$ cat src/shared/ipc_pkg.sv
// Package for the idle and power-down controller: offsets, fields, types
`default_nettype none
package ipc_pkg;
    // Register map on the special function register port
    localparam logic [15:0] EDGE_CTRL_ADDR = 16'hF1C0;
    localparam logic [15:0] EDGE_CTRL_RESET = 16'h0000;
    // Position of the wake configuration bit in the system config register
    localparam int WAKE_CFG_BIT = 5;
    localparam int NUM_PINS = 8;
    // Edge field encodings
    localparam logic [1:0] EDGE_OFF = 2'h0;
    localparam logic [1:0] EDGE_RISE = 2'h1;
    localparam logic [1:0] EDGE_FALL = 2'h2;
    localparam logic [1:0] EDGE_ANY = 2'h3;
    // Least wake pulse width held by the source and its cycle count
    localparam int WAKE_PULSE_NS = 40;
    localparam int CLK_PERIOD_NS = 8;
    localparam int WAKE_PULSE_CYC =
        (WAKE_PULSE_NS + CLK_PERIOD_NS - 1) / CLK_PERIOD_NS;

    typedef enum logic [2:0] {
        IPC_RUN, IPC_IDLE, IPC_PD_PROT, IPC_PD_INTR, IPC_WAKE_DLY
    } ipc_mode_e;

    // Register access strobe group
    typedef struct packed {
        logic wrEn;
        logic rdEn;
        logic [15:0] addr;
        logic [15:0] wdata;
    } ipc_sfr_req_s;

    // Instruction request group from the core
    typedef struct packed {
        logic idleInstr;
        logic powerDownInstr;
    } ipc_instr_s;
endpackage : ipc_pkg
`default_nettype wire

$ cat src/rtl/idle_powerdown_controller.sv
// Idle and power-down sequencing with the fast irq edge control register
`default_nettype none
module idle_powerdown_controller (
    input wire logic ref_clk,
    input wire logic rst,
    input wire ipc_pkg::ipc_sfr_req_s sfrReq,
    output logic [15:0] sfrRdata,
    input wire logic [15:0] systemConfig,
    input wire ipc_pkg::ipc_instr_s instrReq,
    output logic instrRefused,
    input wire logic nmiPinLevel,
    input wire logic [7:0] fastExtIrqPin,
    input wire logic [7:0] irqEnableBit,
    input wire logic anyIrqReq,
    input wire logic eventXferActive,
    input wire logic eventXferFail,
    input wire logic busPending,
    input wire logic readyEnabled,
    input wire logic readySeenLastAccess,
    input wire logic wakeDelayBelowThr,
    output logic cpuHalt,
    output logic periphClkGate,
    output logic oscPllEnable,
    output logic wakeDelayPullDown,
    output logic wakeDelayPullUp,
    output logic clockGateFlop,
    output logic [7:0] irqRequestSet,
    output logic wakeServiceIrq,
    output logic [2:0] modeState
);
    logic [15:0] edgeCtrl_q, edgeCtrl_d;
    logic [7:0] entryLevel_q, entryLevel_d;
    logic [7:0] fieldOn;
    logic [7:0] wakePins_q, wakePins_d;
    ipc_pkg::ipc_mode_e mode_q, mode_d;
    logic gate_q, gate_d;
    logic pullUp_q, pullUp_d;
    logic svc_q, svc_d;
    logic [15:0] rdata_q, rdata_d;
    logic refused_q, refused_d;
    logic entryOk;
    logic pinWake;
    logic wakeCfg;
    logic busClear;

    // Pins whose edge field is nonzero; a zero field leaves the pin out of
    // entry, wake and the request flags alike
    function automatic logic [7:0] fieldOnMask(logic [15:0] ctrl);
        logic [7:0] mask;
        mask = 8'h00;
        for (int n = 0; n < ipc_pkg::NUM_PINS; n++) begin
            mask[n] = (ctrl[2*n +: 2] != ipc_pkg::EDGE_OFF);
        end
        return mask;
    endfunction : fieldOnMask

    // Both stopped-clock modes; the oscillator stays off in either
    function automatic logic isPowerDown(ipc_pkg::ipc_mode_e m);
        return (m == ipc_pkg::IPC_PD_PROT) || (m == ipc_pkg::IPC_PD_INTR);
    endfunction : isPowerDown

    // Address match for the one register on the special function port
    function automatic logic addrHit(logic [15:0] a);
        return a == ipc_pkg::EDGE_CTRL_ADDR;
    endfunction : addrHit

    // Any mode other than run keeps the CPU from executing
    function automatic logic isHalted(ipc_pkg::ipc_mode_e m);
        return m != ipc_pkg::IPC_RUN;
    endfunction : isHalted

    // Combinational decode of pin levels, used while every clock is stopped
    ipc_pin_wake uPinWake (
        .edgeCtrl(edgeCtrl_q),
        .pinLevel(fastExtIrqPin),
        .entryLevel(entryLevel_q),
        .entryOk(entryOk),
        .wakeReq(pinWake)
    );

    assign wakeCfg = systemConfig[ipc_pkg::WAKE_CFG_BIT];
    // Entry is refused while the bus is pending; an enabled ready never seen refuses it too
    assign busClear = ~busPending
        & ~(readyEnabled & ~readySeenLastAccess);

    // Enabled-field mask, recomputed from the register every cycle
    assign fieldOn = fieldOnMask(edgeCtrl_q);

    // Edge control register writes and reads
    always_comb begin
        edgeCtrl_d = edgeCtrl_q;
        rdata_d = rdata_q;
        if (sfrReq.wrEn && addrHit(sfrReq.addr)) begin
            edgeCtrl_d = sfrReq.wdata;
        end
        if (sfrReq.rdEn) begin
            // Other addresses read as zero so a stray read is harmless
            rdata_d = addrHit(sfrReq.addr) ? edgeCtrl_q : 16'h0000;
        end
    end

    // Main mode sequencer
    always_comb begin
        mode_d = mode_q;
        gate_d = gate_q;
        entryLevel_d = entryLevel_q;
        wakePins_d = wakePins_q;
        svc_d = 1'b0;
        refused_d = 1'b0;
        case (mode_q)
            ipc_pkg::IPC_RUN: begin
                if (instrReq.idleInstr) begin
                    if (busClear) begin
                        mode_d = ipc_pkg::IPC_IDLE;
                    end else begin
                        refused_d = 1'b1;
                    end
                end else if (instrReq.powerDownInstr) begin
                    if (!busClear) begin
                        refused_d = 1'b1;
                    end else if (!wakeCfg) begin
                        if (!nmiPinLevel) begin
                            mode_d = ipc_pkg::IPC_PD_PROT;
                            gate_d = 1'b1;
                        end else begin
                            refused_d = 1'b1;
                        end
                    end else if (entryOk) begin
                        mode_d = ipc_pkg::IPC_PD_INTR;
                        gate_d = 1'b1;
                        entryLevel_d = fastExtIrqPin;
                    end else begin
                        refused_d = 1'b1;
                    end
                end
            end
            ipc_pkg::IPC_IDLE: begin
                // Event transfers are served without waking the CPU unless one fails
                if (eventXferActive && eventXferFail) begin
                    mode_d = ipc_pkg::IPC_RUN;
                end else if (anyIrqReq && !eventXferActive) begin
                    mode_d = ipc_pkg::IPC_RUN;
                end
            end
            ipc_pkg::IPC_PD_PROT: begin
                mode_d = ipc_pkg::IPC_PD_PROT;
            end
            ipc_pkg::IPC_PD_INTR: begin
                // Relies on the source holding the level long enough
                if (pinWake) begin
                    mode_d = ipc_pkg::IPC_WAKE_DLY;
                    // Pins whose edge field is off never raise a request flag; enable bits do not mask it
                    wakePins_d = (fastExtIrqPin ^ entryLevel_q) & fieldOn;
                end
            end
            ipc_pkg::IPC_WAKE_DLY: begin
                // Oscillator settles while the RC network discharges
                if (wakeDelayBelowThr) begin
                    gate_d = 1'b0;
                    mode_d = ipc_pkg::IPC_RUN;
                    svc_d = 1'b1;
                end
            end
            default: begin
                mode_d = ipc_pkg::IPC_RUN;
                gate_d = 1'b0;
            end
        endcase
    end

    // Pull-up on the delay pin follows the wake config after reset
    always_comb begin
        pullUp_d = wakeCfg;
    end

    // Register group: edge control and read data
    always_ff @(posedge ref_clk) begin
        if (rst) begin
            edgeCtrl_q <= ipc_pkg::EDGE_CTRL_RESET;
            rdata_q <= 16'h0000;
        end else begin
            edgeCtrl_q <= edgeCtrl_d;
            rdata_q <= rdata_d;
        end
    end

    // Mode group; reset is the only way out of protected power-down
    always_ff @(posedge ref_clk) begin
        if (rst) begin
            mode_q <= ipc_pkg::IPC_RUN;
            gate_q <= 1'b0;
            entryLevel_q <= 8'h00;
            wakePins_q <= 8'h00;
            svc_q <= 1'b0;
            refused_q <= 1'b0;
        end else begin
            mode_q <= mode_d;
            gate_q <= gate_d;
            entryLevel_q <= entryLevel_d;
            wakePins_q <= wakePins_d;
            svc_q <= svc_d;
            refused_q <= refused_d;
        end
    end

    // Pull-up group; off during reset, follows the config bit afterwards
    always_ff @(posedge ref_clk) begin
        if (rst) begin
            pullUp_q <= 1'b0;
        end else begin
            pullUp_q <= pullUp_d;
        end
    end

    // Outputs; gate holds the watchdog and all units in power-down
    assign sfrRdata = rdata_q;
    assign instrRefused = refused_q;
    assign modeState = mode_q;
    assign clockGateFlop = gate_q;
    assign periphClkGate = gate_q;
    assign cpuHalt = isHalted(mode_q);
    // Oscillator restarts on the edge that enters the wake delay, the first edge after the wake is seen, before clocks open
    assign oscPllEnable = ~isPowerDown(mode_q);
    assign wakeDelayPullDown = (mode_q == ipc_pkg::IPC_WAKE_DLY);
    assign wakeDelayPullUp = pullUp_q & ~wakeDelayPullDown;
    // Flag is raised for every waking pin; software clears it
    assign irqRequestSet = svc_q ? wakePins_q : 8'h00;
    // Core runs the next instruction first, then takes the call
    assign wakeServiceIrq = svc_q & |(wakePins_q & irqEnableBit);
endmodule : idle_powerdown_controller
`default_nettype wire

$ cat src/rtl/ipc_pin_wake.sv
// Per-pin entry permission and level wake decode for the fast irq pins
`default_nettype none
module ipc_pin_wake (
    input wire logic [15:0] edgeCtrl,
    input wire logic [7:0] pinLevel,
    input wire logic [7:0] entryLevel,
    output logic entryOk,
    output logic wakeReq
);
    logic [7:0] blockEntry;
    logic [7:0] wakeBit;

    // Pure level logic: no clock runs while powered down
    always_comb begin
        for (int n = 0; n < ipc_pkg::NUM_PINS; n++) begin
            case (edgeCtrl[2*n +: 2])
                ipc_pkg::EDGE_RISE: begin
                    blockEntry[n] = pinLevel[n];
                    wakeBit[n] = pinLevel[n];
                end
                ipc_pkg::EDGE_FALL: begin
                    blockEntry[n] = ~pinLevel[n];
                    wakeBit[n] = ~pinLevel[n];
                end
                ipc_pkg::EDGE_ANY: begin
                    blockEntry[n] = 1'b0;
                    wakeBit[n] = pinLevel[n] ^ entryLevel[n];
                end
                default: begin
                    blockEntry[n] = 1'b0;
                    wakeBit[n] = 1'b0;
                end
            endcase
        end
    end

    // Enable bits play no part in the wake decode
    assign entryOk = ~|blockEntry;
    assign wakeReq = |wakeBit;
endmodule : ipc_pin_wake
`default_nettype wire

$ cat config.mk
export PLATFORM = sky130hd
export DESIGN_NAME = idle_powerdown_controller
export DESIGN_NICKNAME = d
export VERILOG_FILES = /design/src/shared/ipc_pkg.sv /design/src/rtl/idle_powerdown_controller.sv /design/src/rtl/ipc_pin_wake.sv
export SDC_FILE = /design/constraint.sdc
export NUM_CORES = 1
export LEC_CHECK = 0
export ABC_CLOCK_PERIOD_IN_PS = 2500
export BUFFER_PORTS_ARGS = -buffer_cell sky130_fd_sc_hd__buf_2
export CORE_MARGIN = 2
export CORE_UTILIZATION = 47
export DETAILED_ROUTE_END_ITERATION = 12
export GPL_ROUTABILITY_DRIVEN = 0
export GPL_TIMING_DRIVEN = 0
export PLACE_DENSITY_LB_ADDON = 0.2
export SKIP_CTS_REPAIR_TIMING = 1
export SYNTH_ARGS = -nofsm -noshare
export SYNTH_HDL_FRONTEND = slang
export SYNTH_SLANG_ARGS = --single-unit
$ cat constraint.sdc
create_clock -name ref_clk -period 2.5 [get_ports ref_clk]
set_input_delay 0.25 -clock ref_clk [delete_from_list [all_inputs] [get_ports ref_clk]]
set_output_delay 0.25 -clock ref_clk [all_outputs]
set_load 0.05 [all_outputs]
==> results.yml, run 1 <==
detailed_routing:
  first_iter_violations: 123
  wire_per_inst_microns: 13.23
  first_pass_iters: 5
  drc: 0
  num_vias: 2644
  final_antenna_net_count: 0
  wl_microns: 6657
  via_per_inst: 5.256
finish:
  fin_nets: 508
  diodes: 0
  nFillCells: 526
  drive_above_1_share_pct: 27.38
  final_common_cell: "buf_2"
  final_cell_mix: "98 x buf_2, 55 x dfxtp_1, 46 x nand2_1"
  area_growth_pct: 25.43
power:
  ir_drop_v: 0.0003024
  leakage_nw: 1.399
  cellPowerDensity_mw_per_mm2: 489.0
grt:
  busiest_layer: "met2"
  track_usage_pct: 22.36
  grt_pass1_vias: 2460
  grtUsageMet1_pct: 29.56
  use_met3_pct: 3.523
  antenna_found_initial: 0
  grt_pass1_wl_microns: 11070
  grt_use_met2_pct: 37.26
  grt-ovfl-total: 0
  grt_max_degree: 19
cts:
  path_clk_slew_ns: 0.11
  htreeDepth: 2
  cts_tree: "built"
  clockRootBuffer: "clkbuf_8"
  cts_sinks: 55
  clock_path_buffers: 2
  clock_latency_ns: 0.33
  cts_buffers: 5
logic_synthesis:
  ys_ff_latch: 55
  synthesis.nets: 405
  synth_area_sq_mm: 0.002628
  synth_cell_types: 49
  synth_seq_area_share_pct: 41.90
  post_synth_inst_count: 327
  synth_edf_count: 0
  ys.flop_type: "dfxtp_1"
  async_reset_ff_share_pct: 0
  ys_warn_count: 0
  synth_area_per_cell_sq_um: 8.035
sta:
  timing.slew.headroom_pct: 64.28
  fin_crit_ns: 2.280
  hold_viol: 0
  max_freq_mhz: 438.6
  tns_ns: 0
  drv_slew: 0
  setup_viol: 0
  min_period_over_period_pct: 91.21
  tightest_slew_ns: 0.5328
  finClkSkew_ns: 0.01148
  fin_ws_ns: 0.2198
  grt_setup_unrepaired: "no"
floorplan:
  rows: 27
  die_x_microns: 78.77
  pin_count: 113
  die_h_microns: 78.77
  dieArea_sq_mm: 0.006205
  core_area_sq_mm: 0.005439
  initial_core_util_pct: 48.31
flow_run:
  drv_cap: 0
placed_design:
  io_buffers: 96
  place_ws_ns: 0.2010
  hpwl_microns: 5161
worst_setup_path:
  startpoint_type: "flip-flop"
  cp_slowest_cell: "or4_1"
  required_ns: 2.70
  worst-setup-path-type: "flip-flop to flip-flop"
  cp_max_fo: 8
  cp_cell_sequence: "nand3b_1 -> o21ai_1 -> nor3_1 -> nand4_1 -> or4_1 -> buf_6 -> mux2i_1 -> nor2_1"
  cp.arrival_ns: 2.48
  end_kind: "flip-flop"
  max_stage_delay_ns: 0.59
hold_path:
  hp-class: "input pin to flip-flop"
outcome:
  status: "complete, no violations"
## registers in the layout, indices dropped and copies added, names as in the netlist
register and cells:
clockGateFlop 1, wakePins_q 8, edgeCtrl_q 16, instrRefused 1
entryLevel_q 8, pullUp_q 1, svc_q 1, modeState 3
sfrRdata 16
## path summary, 6_finish.rpt
path / slack [ns] / depth (start not counted) / startpoint / to
worst max-delay path: 0.22 / 8 / edgeCtrl_q[3]$_SDFFE_PP0P_ / entryLevel_q[2]$_SDFFE_PP0P_
worst min register to register: 0.47 / 2 / sfrRdata[8]$_SDFFE_PP0P_ / sfrRdata[8]$_SDFFE_PP0P_
worst max register to register: 0.22 / 8 / edgeCtrl_q[3]$_SDFFE_PP0P_ / entryLevel_q[2]$_SDFFE_PP0P_
worst min-delay path: 0.15 / 3 / sfrReq[6] / edgeCtrl_q[6]$_SDFFE_PP0P_
## critical path: cells and delay by family, from the launching register on
family / cells / cell delay (ns)
muxes: 1 / 0.16
and+or+nand+nor: 5 / 1.27
AOI/OAI and AO/OA: 1 / 0.09
DFF: 1 / 0.44
buffers and inverters: 1 / 0.17
## power by group
part           internal (mW)  switching, mW  total [mW]
clock                  0.204          0.322       0.526
combinational         0.0784          0.117       0.195
sequential             0.884        0.00672       0.891
## synthesized netlist by cell type (3+ instances only)
cell / instances / area (sq um)
or3_1: 4 / 25.02
nor2_1: 28 / 105.1
and3b_1: 4 / 35.03
mux2i_1: 9 / 90.09
mux2_2: 6 / 67.56
nand3b_1: 4 / 30.03
a21oi_1: 37 / 185.2
xnor2_1: 3 / 26.28
nor3_1: 7 / 35.03
nand2_1: 46 / 172.7
nand3_1: 19 / 95.09
and2_1: 4 / 25.02
a22oi_1: 4 / 30.03
xor2_1: 5 / 43.79
nand2b_1: 20 / 125.1
nor3b_1: 4 / 30.03
inv_1: 11 / 41.29
o21ai_1: 3 / 15.01
dfxtp_1: 55 / 1101
o21ai_0: 8 / 40.04
clkbuf_1: 12 / 45.04
## metal layers
layer  wire, microns  share of wire (%)
met1            3073                 46
met2            3073                 46
met3             380                5.7
met4             130                2.0
met5               0                  0
## cell type report
| type | count | area, sq um | share of cell area, % |
|---|---|---|---|
| inverters | 11 | 41.29 | 1.253 |
| clock inverters | 3 | 22.52 | 0.6834 |
| well taps | 72 | 90.09 | 2.733 |
| multi-input cells | 244 | 1414 | 42.90 |
| repair buffers | 96 | 480.5 | 14.58 |
| flip-flops and latches | 55 | 1101 | 33.41 |
| clock buffers | 5 | 68.82 | 2.088 |
| plain buffers | 17 | 77.57 | 2.354 |
## stage by stage
stage          instance area (sq um)  power (mW)  hold slack (ns)  std cells  util (%)
6_report                        3296       1.612           0.1493        503     60.59
5_1_grt                         3296       1.673           0.1622        503     60.59
4_1_cts                         3289       1.626           0.1435        503     60.48
3_5_place_dp                    3198       1.105           0.4558        495     58.80
3_3_place_gp                    3198       1.103           0.4552        495     58.80
2_1_floorplan                   2628       1.021           0.3782        327         -
## cells by family (layout without fill, tap and decap cells)
family / after synthesis / count (layout) / synth area share (%)
buf+inv: 28 / 132 / 4.524
flops: 55 / 55 / 41.90
mux: 15 / 15 / 6.000
simple gates: 155 / 155 / 30.19
xor+xnor: 8 / 8 / 2.667
compound gates: 66 / 66 / 14.72
(Power assumes the default switching activity.)
==> run 2, diff against run 1 <==
--- a/config.mk
+++ b/config.mk
@@ -12,6 +12,7 @@
 export DETAILED_ROUTE_END_ITERATION = 12
 export GPL_ROUTABILITY_DRIVEN = 0
 export GPL_TIMING_DRIVEN = 0
+export MAX_ROUTING_LAYER = met4
 export PLACE_DENSITY_LB_ADDON = 0.2
 export SKIP_CTS_REPAIR_TIMING = 1
 export SYNTH_ARGS = -nofsm -noshare
==> results.yml, run 2 (synthesis gave the netlist of run 1 again) <==
placed_design:
  dpl_cell_area_sq_mm: 0.003198
  io_buffers: 96
  hpwl_microns: 5161
worst_setup_path:
  worst-setup-path-type: "flip-flop to flip-flop"
  required_ns: 2.70
  cp_max_fo: 8
  cp.arrival_ns: 2.48
  end_kind: "flip-flop"
  startpoint_type: "flip-flop"
cts:
  htreeDepth: 2
  cts_sinks: 55
  clock_latency_ns: 0.33
  cts_buffers: 5
  clockRootBuffer: "clkbuf_8"
  clock_path_buffers: 2
  cts_tree: "built"
  path_clk_slew_ns: 0.11
floorplan:
  die_x_microns: 78.77
  initial_core_util_pct: 48.31
  die_h_microns: 78.77
  core_area_sq_mm: 0.005439
  rows: 27
  pin_count: 113
  dieArea_sq_mm: 0.006205
sta:
  tightest_slew_ns: 0.5266
  max_freq_mhz: 438.4
  tns_ns: 0
  hold_viol: 0
  finClkSkew_ns: 0.01010
  min_period_over_period_pct: 91.24
  fin_crit_ns: 2.281
  drv_slew: 0
  setup_viol: 0
  timing.slew.headroom_pct: 64.70
  grt_setup_unrepaired: "no"
detailed_routing:
  num_vias: 2645
  final_antenna_net_count: 0
  drc: 0
  wl_met2_microns: 3110
  wl_microns: 6686
  via_per_inst: 5.258
  met1_length_microns: 3007
  wire_per_inst_microns: 13.29
  wl_met3_microns: 449
  highest_layer: "met4"
  first_iter_violations: 123
  first_pass_iters: 4
grt:
  grt_max_degree: 19
  track_usage_pct: 22.95
  grt_pass1_vias: 2462
  grt_pass1_wl_microns: 11050
  grt-ovfl-total: 0
  antenna_found_initial: 0
finish:
  fin_nets: 508
  final_common_cell: "buf_2"
  design_area_sq_mm: 0.003296
  final_cell_mix: "98 x buf_2, 55 x dfxtp_1, 46 x nand2_1"
  diodes: 0
  area_growth_pct: 25.43
  drive_above_1_share_pct: 27.38
  fin_util_pct: 60.59
outcome:
  status: "complete, no violations"
power:
  cellPowerDensity_mw_per_mm2: 489.3
  ir_drop_v: 0.0003025
  leakage_nw: 1.399
hold_path:
  hp-class: "input pin to flip-flop"
flow_run:
  drv_cap: 0
-- run 2: cell counts in the layout (fill, tap and decap cells not counted) --
No cell type changed its count.
-- run 2: worst max-delay path, cell delays in order, from the launching register on --
cell	delay [ns]
dfxtp_1	0.45
nand3b_1	0.13
o21ai_1	0.09
nor3_1	0.23
nand4_1	0.27
or4_1	0.59
buf_6	0.17
mux2i_1	0.16
nor2_1	0.05
-- run 2: where the power goes --
group	internal (mW)	switching, mW	total [mW]	leakage, nW
clock	0.204	0.323	0.527	0.0489
sequential	0.884	0.00673	0.891	0.444
combinational	0.0784	0.117	0.195	0.907
total	1.17	0.447	1.61	1.40
-- run 2: path summary, 6_finish.rpt --
kind | startpoint | slack [ns] | end | cells past startpoint
worst max register to register | edgeCtrl_q[3]$_SDFFE_PP0P_ | 0.22 | entryLevel_q[2]$_SDFFE_PP0P_ | 8
worst min register to register | sfrRdata[8]$_SDFFE_PP0P_ | 0.47 | sfrRdata[8]$_SDFFE_PP0P_ | 2
worst max-delay path | edgeCtrl_q[3]$_SDFFE_PP0P_ | 0.22 | entryLevel_q[2]$_SDFFE_PP0P_ | 8
worst min-delay path | sfrReq[6] | 0.15 | edgeCtrl_q[6]$_SDFFE_PP0P_ | 3
-- run 2: final cells by class --
cell class	count	area [sq um]
Buffer	17	77.57
Clock buffer	5	68.82
Clock inverter	3	22.52
Fill cell	526	2143
Inverter	11	41.29
Multi-Input combinational cell	244	1414
Sequential cell	55	1101
Tap cell	72	90.09
Timing Repair Buffer	96	480.5
-- run 2: through the flow --
stage               std cells  setup slack, ns  hold WS (ns)  power (mW)
finish                    503           0.2191        0.1506       1.613
global placement          495           0.2534        0.4552       1.103
CTS                       503           0.1710        0.1435       1.626
detailed placement        495           0.2010        0.4558       1.105
global route              503          0.01515        0.1622       1.673
floorplan                 327           0.1612        0.3782       1.021
-- run 2: layer usage --
metal / GRT usage [%] / up-vias
li1: - / 1336
met1: 29.49 / 1193
met2: 37.26 / 105
met3: 3.523 / 11
met4: 7.544 / 0
met5: - / -
==> run 3, diff against run 2 <==
--- a/config.mk
+++ b/config.mk
@@ -7,8 +7,8 @@
 export LEC_CHECK = 0
 export ABC_CLOCK_PERIOD_IN_PS = 2500
 export BUFFER_PORTS_ARGS = -buffer_cell sky130_fd_sc_hd__buf_2
-export CORE_MARGIN = 2
 export CORE_UTILIZATION = 47
+export CTS_CLUSTER_DIAMETER = 200
 export DETAILED_ROUTE_END_ITERATION = 12
 export GPL_ROUTABILITY_DRIVEN = 0
 export GPL_TIMING_DRIVEN = 0
==> results.yml, run 3 (synthesis gave the netlist of run 1 again) <==
outcome:
  status: "complete, no violations"
power:
  leakage_nw: 1.399
  ir_drop_v: 0.0003160
  cellPowerDensity_mw_per_mm2: 485.7
worst_setup_path:
  cp_cell_sequence: "nand3b_1 -> o21ai_0 -> nor3_1 -> nand4_1 -> o2111ai_1 -> buf_2 -> mux2_2 -> nor2_1"
  path_buf_inv: 1
  critPathTopFamily: "simple AND/OR/NAND/NOR gates"
  max_stage_delay_ns: 0.44
  required_ns: 2.75
  end_kind: "flip-flop"
  startpoint_type: "flip-flop"
  worst-setup-path-type: "flip-flop to flip-flop"
  cp_slowest_cell: "dfxtp_1"
  cp.arrival_ns: 2.53
  cp_max_fo: 10
detailed_routing:
  first_iter_violations: 154
  first_pass_iters: 4
  drc: 0
  num_vias: 2607
  wl_microns: 6461
  wire_per_inst_microns: 12.90
  final_antenna_net_count: 0
  via_per_inst: 5.204
finish:
  area_growth_pct: 25.10
  final_common_cell: "buf_2"
  drive_above_1_share_pct: 27.15
  fin_nets: 508
  final_cell_mix: "98 x buf_2, 55 x dfxtp_1, 46 x nand2_1"
  fin_util_pct: 62.76
  stdcell_count: 501
  diodes: 0
placed_design:
  dp.cells: 493
  hpwl_microns: 4951
  io_buffers: 96
grt:
  grt_pass1_wl_microns: 10540
  grt_max_degree: 19
  track_usage_pct: 22.86
  grt_pass1_vias: 2294
  antenna_found_initial: 0
  grt-ovfl-total: 0
floorplan:
  pin_count: 113
  initial_core_util_pct: 50.17
  rows: 26
  die_x_microns: 76.77
  die_h_microns: 76.77
  core_area_sq_mm: 0.005238
  dieArea_sq_mm: 0.005894
cts:
  path_clk_slew_ns: 0.11
  cts_sinks: 55
  clock_latency_ns: 0.31
  clock_path_buffers: 2
  clockRootBuffer: "clkbuf_8"
  htreeDepth: 2
  cts_buffers: 5
  cts_tree: "built"
sta:
  hold_viol: 0
  finClkSkew_ns: 0.007338
  timing.slew.headroom_pct: 66.68
  min_period_over_period_pct: 91.02
  grt_setup_unrepaired: "no"
  setup_viol: 0
  max_freq_mhz: 439.5
  tightest_slew_ns: 0.4971
  tns_ns: 0
  drv_slew: 0
  fin_crit_ns: 2.275
hold_path:
  hp-class: "input pin to flip-flop"
flow_run:
  drv_cap: 0
run 3: power breakdown:
| part | internal [mW] | leakage, nW | switching (mW) |
|---|---|---|---|
| clock network | 0.204 | 0.0489 | 0.308 |
| registers | 0.884 | 0.444 | 0.00635 |
| logic | 0.0783 | 0.907 | 0.116 |
run 3: worst register-to-register path, cell delays in order (launching register included):
cell and delay, ns:
dfxtp_1 0.44, nand3b_1 0.13, o21ai_0 0.12, nor3_1 0.23, nand4_1 0.25, o2111ai_1 0.34, buf_2 0.28, mux2_2 0.36
nor2_1 0.07
run 3: path summary, 6_finish.rpt:
check,from,depth (start not counted),slack (ns),to
setup / recovery,edgeCtrl_q[1]$_SDFFE_PP0P_,8,0.22,wakePins_q[3]$_SDFFE_PP0P_
hold / removal,sfrReq[8],3,0.17,edgeCtrl_q[8]$_SDFFE_PP0P_
hold reg to reg,sfrRdata[15]$_SDFFE_PP0P_,2,0.47,sfrRdata[15]$_SDFFE_PP0P_
setup reg to reg,edgeCtrl_q[1]$_SDFFE_PP0P_,8,0.22,wakePins_q[3]$_SDFFE_PP0P_
run 3: per-stage QoR:
| stage | cell area, sq um | hold slack, ns | total power, mW | worst slack, ns |
|---|---|---|---|---|
| final | 3287 | 0.1662 | 1.597 | 0.2246 |
| after detailed placement | 3196 | 0.4592 | 1.105 | 0.2405 |
| after global routing | 3287 | 0.1619 | 1.666 | 0.05415 |
| after global placement | 3196 | 0.4545 | 1.102 | 0.2484 |
| after floorplan | 2628 | 0.3782 | 1.021 | 0.1612 |
| after CTS | 3287 | 0.1625 | 1.607 | 0.2314 |
run 3: final cells by class:
cell class                      count  area (sq um)
Timing Repair Buffer               96         480.5
Multi-Input combinational cell    244          1408
Clock buffer                        5         68.82
Inverter                           11         41.29
Clock inverter                      3         22.52
Fill cell                         505          1951
Tap cell                           70         87.58
Buffer                             17         77.57
Sequential cell                    55          1101
run 3: layer usage:
metal | part of all wire, % | GRT usage (%) | up-vias | wire length [microns]
met5 | 0 | - | - | 0
li1 | - | - | 1336 | -
met2 | 46 | 35.98 | 86 | 2996
met4 | 0.70 | 7.308 | 0 | 45
met3 | 5.5 | 2.738 | 4 | 353
met1 | 47 | 30.47 | 1181 | 3065
